===== src/verilog/dlm_map.vh =====
`ifndef DLM_MAP_VH
`define DLM_MAP_VH
// Register indices (word addresses)
`define DLM_ADDR_TIMING       4'h0
`define DLM_ADDR_SOFT_RESET   4'h1
`define DLM_ADDR_CYCLE_RST    4'h2
`define DLM_ADDR_LINE_SETUP   4'h3
`define DLM_ADDR_CLAMP_CDS    4'h4
`define DLM_ADDR_STATUS       4'h5
// Timing register fields
`define DLM_TIM_SEL_LSB       4
`define DLM_TIM_SINGLE_CHANNEL_MODE_BIT      0
`define DLM_TIM_CHAN_LSB      6
`define DLM_TIM_RESET         8'h10
// Line setup fields
`define DLM_LS_LINE_BIT       0
`define DLM_LS_STEP_BIT       1
`define DLM_LS_MUX_LSB        2
`define DLM_LS_RESET          8'h00
// Clamp / DOUBLE_SAMPLING_ENABLE fields
`define DLM_CC_CDS_BIT        0
`define DLM_CC_CLAMP_BIT      1
`define DLM_CC_RESET          8'h00
// Reset-sample timing codes
`define DLM_TSEL_ADV1         2'h0
`define DLM_TSEL_DEFAULT      2'h1
`define DLM_TSEL_DEL1         2'h2
`define DLM_TSEL_DEL2         2'h3
// Gain set codes
`define DLM_SET_RED           2'h0
`define DLM_SET_GREEN         2'h1
`define DLM_SET_BLUE          2'h2
`define DLM_SET_RSVD          2'h3
// Default reset-sample delay in master clocks
`define DLM_RS_DEFAULT_DLY    3'h2
`endif


===== src/verilog/dlm_pin_sync.v =====
`timescale 1ns/1ps
// Three-stage synchroniser; change accepted when stages two and three agree
module dlm_pin_sync (
   // Clock and reset
   input  wire i_clk_sys,
   input  wire i_reset_n,
   input  wire i_sync_clear,
   // Pin and result
   input  wire i_pin,
   output reg  o_level,
   output reg  o_rise
);
   reg s1_reg;
   reg s2_reg;
   reg s3_reg;

   always @(posedge i_clk_sys or negedge i_reset_n) begin
      if (!i_reset_n) begin
         s1_reg  <= 1'b0;
         s2_reg  <= 1'b0;
         s3_reg  <= 1'b0;
         o_level <= 1'b0;
         o_rise  <= 1'b0;
      end else if (i_sync_clear) begin
         s1_reg  <= 1'b0;
         s2_reg  <= 1'b0;
         s3_reg  <= 1'b0;
         o_level <= 1'b0;
         o_rise  <= 1'b0;
      end else begin
         s1_reg <= i_pin;
         s2_reg <= s1_reg;
         s3_reg <= s2_reg;
         o_rise <= 1'b0;
         if (s2_reg == s3_reg) begin
            o_level <= s3_reg;
            o_rise  <= s3_reg & ~o_level;
         end
      end
   end
endmodule // dlm_pin_sync


===== src/verilog/dlm_line_control.v =====
// The address map and strobed register access were decided locally.
`timescale 1ns/1ps
`include "dlm_map.vh"
// Notes on behaviour
// - timing code 00 samples one clock early
// - timing select resets to 01 default
// - channel select ignored unless single-channel
// - any soft reset write resets everything
// - sequence restart write returns to red
// - line mode bit 0, resets 0
// - line mode forces single-channel, channel 00
// - line mode powers down green, blue gain
// - stepping enable only acts in line mode
// - stepping off: pin samples/clamps, mux picks set in line mode
// - stepping on: pin pulse advances set
// - stepping on: clamp follows clamp bit
// - mux 3:2 resets 00; 00 red, 01 green
// - mux 10 blue, 11 reserved
module dlm_line_control (
   // Clock and reset
   input  wire       i_clk_sys,
   input  wire       i_reset_n,
   // Register port
   input  wire [3:0] i_addr,
   input  wire [7:0] i_wdata,
   input  wire       i_wr,
   input  wire       i_rd,
   output reg  [7:0] o_rdata,
   // Timing controller pin
   input  wire       i_reset_sample_pin,
   // Analogue controls
   output reg  [1:0] o_gain_set_sel,
   output reg        o_single_channel_mode,
   output reg  [1:0] o_channel_sel,
   output reg        o_green_gain_pd,
   output reg        o_blue_gain_pd,
   output reg        o_clamp_switch,
   output reg        o_reset_sample_strobe,
   output reg        o_double_sampling_enable
);
   reg  [7:0] timing_reg;
   reg  [7:0] line_reg;
   reg  [7:0] clamp_reg;
   reg  [1:0] step_set_reg;
   reg        soft_rst_reg;
   reg  [4:0] dly_line_reg;
   wire       pin_level;
   wire       pin_rise;

   wire [1:0] tsel      = timing_reg[`DLM_TIM_SEL_LSB +: 2];
   wire       single_channel_mode_bit  = timing_reg[`DLM_TIM_SINGLE_CHANNEL_MODE_BIT];
   wire [1:0] chan_bits = timing_reg[`DLM_TIM_CHAN_LSB +: 2];
   wire       line_mode = line_reg[`DLM_LS_LINE_BIT];
   wire       stepping  = line_mode & line_reg[`DLM_LS_STEP_BIT];
   wire [1:0] mux_sel   = line_reg[`DLM_LS_MUX_LSB +: 2];
   wire       cds_en    = clamp_reg[`DLM_CC_CDS_BIT];
   wire       clamp_bit = clamp_reg[`DLM_CC_CLAMP_BIT];

   // Next set in the red, green, blue cycle; reserved folds back to red
   function [1:0] next_set;
      input [1:0] cur;
      begin
         case (cur)
            `DLM_SET_RED:   next_set = `DLM_SET_GREEN;
            `DLM_SET_GREEN: next_set = `DLM_SET_BLUE;
            default:        next_set = `DLM_SET_RED;
         endcase
      end
   endfunction

   // Pin sync also cleared by soft reset
   dlm_pin_sync u_pin_sync (
      .i_clk_sys    (i_clk_sys),
      .i_reset_n    (i_reset_n),
      .i_sync_clear (soft_rst_reg),
      .i_pin        (i_reset_sample_pin),
      .o_level      (pin_level),
      .o_rise       (pin_rise)
   );

   // Registers; soft reset lands one clock after the write
   always @(posedge i_clk_sys or negedge i_reset_n) begin
      if (!i_reset_n) begin
         timing_reg   <= `DLM_TIM_RESET;
         line_reg     <= `DLM_LS_RESET;
         clamp_reg    <= `DLM_CC_RESET;
         step_set_reg <= `DLM_SET_RED;
         soft_rst_reg <= 1'b0;
      end else if (soft_rst_reg) begin
         timing_reg   <= `DLM_TIM_RESET;
         line_reg     <= `DLM_LS_RESET;
         clamp_reg    <= `DLM_CC_RESET;
         step_set_reg <= `DLM_SET_RED;
         soft_rst_reg <= 1'b0;
      end else begin
         soft_rst_reg <= i_wr && (i_addr == `DLM_ADDR_SOFT_RESET);
         if (i_wr && i_addr == `DLM_ADDR_TIMING)
            timing_reg <= i_wdata;
         if (i_wr && i_addr == `DLM_ADDR_LINE_SETUP)
            line_reg <= i_wdata & 8'h0F;
         if (i_wr && i_addr == `DLM_ADDR_CLAMP_CDS)
            clamp_reg <= i_wdata & 8'h03;
         // Restart write beats a coincident pulse
         if (i_wr && i_addr == `DLM_ADDR_CYCLE_RST)
            step_set_reg <= `DLM_SET_RED;
         else if (stepping && pin_rise)
            step_set_reg <= next_set(step_set_reg);
      end
   end

   // Read data one cycle after strobe; unmapped reads zero
   always @(posedge i_clk_sys or negedge i_reset_n) begin
      if (!i_reset_n) begin
         o_rdata <= 8'h00;
      end else if (i_rd) begin
         case (i_addr)
            `DLM_ADDR_TIMING:     o_rdata <= timing_reg;
            `DLM_ADDR_LINE_SETUP: o_rdata <= line_reg;
            `DLM_ADDR_CLAMP_CDS:  o_rdata <= clamp_reg;
            `DLM_ADDR_STATUS:     o_rdata <= {5'h00, pin_level, step_set_reg};
            default:              o_rdata <= 8'h00;
         endcase
      end else begin
         o_rdata <= 8'h00;
      end
   end

   // Reset-sample instant: delay line tap chosen by timing code
   always @(posedge i_clk_sys or negedge i_reset_n) begin
      if (!i_reset_n) begin
         dly_line_reg <= 5'h00;
      end else if (soft_rst_reg) begin
         dly_line_reg <= 5'h00;
      end else begin
         dly_line_reg <= {dly_line_reg[3:0], pin_rise};
      end
   end

   reg [2:0] tap;
   always @* begin
      case (tsel)
         `DLM_TSEL_ADV1:  tap = `DLM_RS_DEFAULT_DLY - 3'h1;
         `DLM_TSEL_DEL1:  tap = `DLM_RS_DEFAULT_DLY + 3'h1;
         `DLM_TSEL_DEL2:  tap = `DLM_RS_DEFAULT_DLY + 3'h2;
         default:         tap = `DLM_RS_DEFAULT_DLY;
      endcase
   end

   // Output control registers
   always @(posedge i_clk_sys or negedge i_reset_n) begin
      if (!i_reset_n) begin
         o_gain_set_sel           <= `DLM_SET_RED;
         o_single_channel_mode    <= 1'b0;
         o_channel_sel            <= 2'h0;
         o_green_gain_pd          <= 1'b0;
         o_blue_gain_pd           <= 1'b0;
         o_clamp_switch           <= 1'b0;
         o_reset_sample_strobe    <= 1'b0;
         o_double_sampling_enable <= 1'b0;
      end else begin
         o_single_channel_mode <= line_mode | single_channel_mode_bit;
         if (line_mode)
            o_channel_sel <= 2'h0;
         else if (single_channel_mode_bit)
            o_channel_sel <= chan_bits;
         else
            o_channel_sel <= 2'h0;
         o_green_gain_pd <= line_mode;
         o_blue_gain_pd  <= line_mode;
         // Set choice: stepping counter or mux field; reserved code holds red
         if (stepping)
            o_gain_set_sel <= step_set_reg;
         else if (line_mode && mux_sel != `DLM_SET_RSVD)
            o_gain_set_sel <= mux_sel;
         else
            o_gain_set_sel <= `DLM_SET_RED;
         // Pin cannot sample or clamp while stepping
         if (stepping) begin
            o_clamp_switch           <= clamp_bit;
            o_reset_sample_strobe    <= 1'b0;
            o_double_sampling_enable <= 1'b0;
         end else begin
            o_clamp_switch           <= ~cds_en & pin_level;
            o_reset_sample_strobe    <= cds_en & dly_line_reg[tap];
            o_double_sampling_enable <= cds_en;
         end
      end
   end
endmodule // dlm_line_control


===== config.mk =====
export PLATFORM = sky130hd
export DESIGN_NAME = dlm_line_control
export DESIGN_NICKNAME = d
export VERILOG_FILES = /design/src/verilog/dlm_pin_sync.v /design/src/verilog/dlm_line_control.v
export VERILOG_INCLUDE_DIRS = /design/src /design/src/verilog
export SDC_FILE = /design/constraint.sdc
export NUM_CORES = 1
export LEC_CHECK = 0
export BUFFER_PORTS_ARGS = -buffer_cell sky130_fd_sc_hd__buf_2
export CORE_MARGIN = 5
export CORE_UTILIZATION = 30
export DETAILED_ROUTE_END_ITERATION = 6
export PLACE_DENSITY = 0.46
export SLEW_MARGIN = 0
export SYNTH_ARGS = -nofsm -noshare
export SYNTH_HDL_FRONTEND = slang
export SYNTH_HIERARCHICAL = 1
export SYNTH_SLANG_ARGS = --single-unit

===== constraint.sdc =====
create_clock -name i_clk_sys -period 4.9 [get_ports i_clk_sys]
set_input_delay 0.49 -clock i_clk_sys [delete_from_list [all_inputs] [get_ports i_clk_sys]]
set_output_delay 0.49 -clock i_clk_sys [all_outputs]
set_load 0.005 [all_outputs]

==> results.json <==
{
  "finalSetupViolCount": 0,
  "grt_max_degree": 45,
  "vias": 1435,
  "wire_per_inst_um": 14.7,
  "rr_startpoint": "timing_reg[4]$_DFFE_PN1P_",
  "tightestPinTransition_ns": 0.947,
  "status": "completed",
  "first_global_vias": 1456,
  "skew_ns": 0.00929,
  "synth_most_common_cell": "dfrtp_1",
  "syn_inst": 185,
  "cts_buffer_depth": 2,
  "clk_pin_slew_worst_paths_ns": 0.09,
  "place_congestion": 0.740,
  "place_area_sq_um": 2180,
  "path_delay_family": "flip-flops",
  "pin_count": 35,
  "die_w_um": 91.6,
  "rows": 29,
  "place_inst": 283,
  "yosysUniqueCellTypes": 45,
  "end_kind": "flip-flop",
  "cpMaxStageDelayCell": "dfstp_2",
  "final_max_slew_viol_count": 0,
  "overflow": 0,
  "ir_drop_uv": 127,
  "cts_buffers": 5,
  "drc_errors": 0,
  "clk_latency_ns": 0.30,
  "htreeDepth": 2,
  "rsz0062_at_grt": "false",
  "gr-usage-met3_pct": 2.86,
  "antenna_cells": 0,
  "synth_area_leaders": "dfrtp_1 54%, a21oi_1 5.3%, o21ai_1 3.5%",
  "fp.dieH_um": 91.6,
  "drt_wl_total_um": 4280,
  "synth.largest_area_cell": "dfrtp_1",
  "yosys_register_bits": 44,
  "cts_hold_buf": 0,
  "syn_nets": 205,
  "cp.buffers_inverters": 1,
  "slew_headroom_pct": 36.9,
  "crit_type": "flip-flop to flip-flop",
  "portBuffers": 34,
  "final_cell_count_no_fill": 291,
  "power_w": 0.000836,
  "yosysSeqAreaShare_pct": 55.1,
  "crit_chain": "inv_1 > ha_1 > or3b_2 > a21oi_1 > o31a_1",
  "ys_top_cells_by_count": "43 x dfrtp_1, 21 x a21oi_1, 14 x o21ai_1",
  "cts_tree": "yes",
  "fin_tns_setup_ns": 0,
  "cts.sinks": 44,
  "drive_gt1_share_pct": 25.2,
  "ys_warn_count": 6,
  "syn_area_sq_um": 2000,
  "crit_path_max_incr_delay_ns": 0.54,
  "min_period_ns": 1.68,
  "vias_per_cell": 4.93,
  "dieArea_sq_um": 8400,
  "post-route-period-util_pct": 34.3,
  "leakage_nw": 1.07,
  "met2_usage_pct": 17.7,
  "area_growth_pct": 15.2,
  "start_kind": "flip-flop",
  "dr.pass1.iters": 4,
  "cp.arrival_ns": 1.92,
  "drtAntennaViolNets": 0,
  "synth_edf_count": 0,
  "postCtsSetupBuffers": 0,
  "crit_fanout": 4,
  "antenna_found_initial": 0,
  "stdcell_area_sq_um": 2300,
  "postSynthAreaPerCell_sq_um": 10.8,
  "async_reset_ff_share_pct": 100,
  "drt-initial-drc-count": 74,
  "finalNetCount": 233,
  "max_freq_mhz": 595,
  "core_area_sq_um": 6420,
  "crit_start": "timing_reg[4]$_DFFE_PN1P_",
  "ctsResizeCount": 0,
  "hpwl_um": 3090,
  "grt_first_pass_wirelength_um": 7210,
  "max_cap_violations": 0,
  "hold_class": "input port to async pin",
  "hold_slack_ns": 0.332,
  "clockRootBuffer": "clkbuf_8",
  "crit_required_ns": 5.14,
  "met1_usage_pct": 13.5,
  "track_usage_pct": 10.6,
  "synthDominantCellAreaShare_pct": 53.8,
  "synth_flop_cell": "dfrtp_1",
  "busiest_layer": "met2",
  "final-hold-violation-count": 0,
  "power_density_nw_per_um2": 363,
  "initial_utilization_pct": 31.1
}
routing by layer:
layer | vias up | share of wire, % | routed length [um]
met3 | 7 | 3.1 | 134
met2 | 20 | 50 | 2130
met5 | - | 0 | 0
li1 | 710 | - | -
met4 | 0 | 1.3 | 54
met1 | 698 | 46 | 1970
cells in the final DEF (no fill, tap or decap), types with 2 or more instances in the layout:
cell type	synthesis	layout
nor3_1	2	2
clkbuf_8	0	6
and2_1	3	3
a211oi_1	3	3
a21oi_1	21	21
inv_1	4	4
nor2b_1	7	7
nand2_1	9	9
and3b_1	3	3
and3_1	4	4
dfrtp_1	43	43
a22oi_1	2	2
buf_2	4	34
o21ai_0	4	4
nand2b_1	3	3
nor3b_1	5	5
nand4_1	4	4
nand3_1	12	12
ha_1	3	3
o21ai_1	14	14
nor2_1	3	3
and2b_2	2	2
power breakdown:
part	switching, W	internal (W)
Combinational	0.0000612	0.0000529
Sequential	0.0000296	0.000401
Clock	0.000125	0.000167
Total	0.000216	0.000620
metrics by stage:
stage          worst slack, ns  utilization [%]
2_1_floorplan             3.34                -
3_3_place_gp              3.06             34.0
3_5_place_dp              3.00             34.0
4_1_cts                   3.22             35.9
5_1_grt                   3.14             35.9
6_report                  3.22             35.9
layout make-up:
cell class / instances / area [sq um]
fill: 672 / 4120
sequential: 44 / 1100
multi-input combinational: 124 / 798
timing repair buffer: 34 / 170
tap: 77 / 96.3
clock buffer: 6 / 82.6
clock inverter: 2 / 38.8
inverter: 4 / 15.0
path summary, 6_finish.rpt:
check,cells past startpoint,slack (ns),endpoint
max in group asynchronous,1,3.98,clamp_reg[0]$_DFFE_PN0P_
worst max register to register,5,3.22,o_reset_sample_strobe$_DFF_PN0_
worst min-delay path,1,0.33,timing_reg[6]$_DFFE_PN0P_
min in group i_clk_sys,2,0.41,u_pin_sync/s1_reg$_DFF_PN0_
worst max-delay path,5,3.22,o_reset_sample_strobe$_DFF_PN0_
worst min register to register,1,0.48,u_pin_sync/s2_reg$_DFF_PN0_
logic make-up after synthesis:
kind of cell | count (synthesis) | share of synthesized area (%)
adder cells (fa/ha/maj) | 3 | 1.88
multiplexers | 1 | 0.501
AO/OA/AOI/OAI | 47 | 13.0
buffers and inverters | 17 | 4.94
flip-flops | 44 | 55.1
AND/OR/NAND/NOR | 72 | 24.1
XOR/XNOR | 1 | 0.438
(Power assumes the default switching activity.)
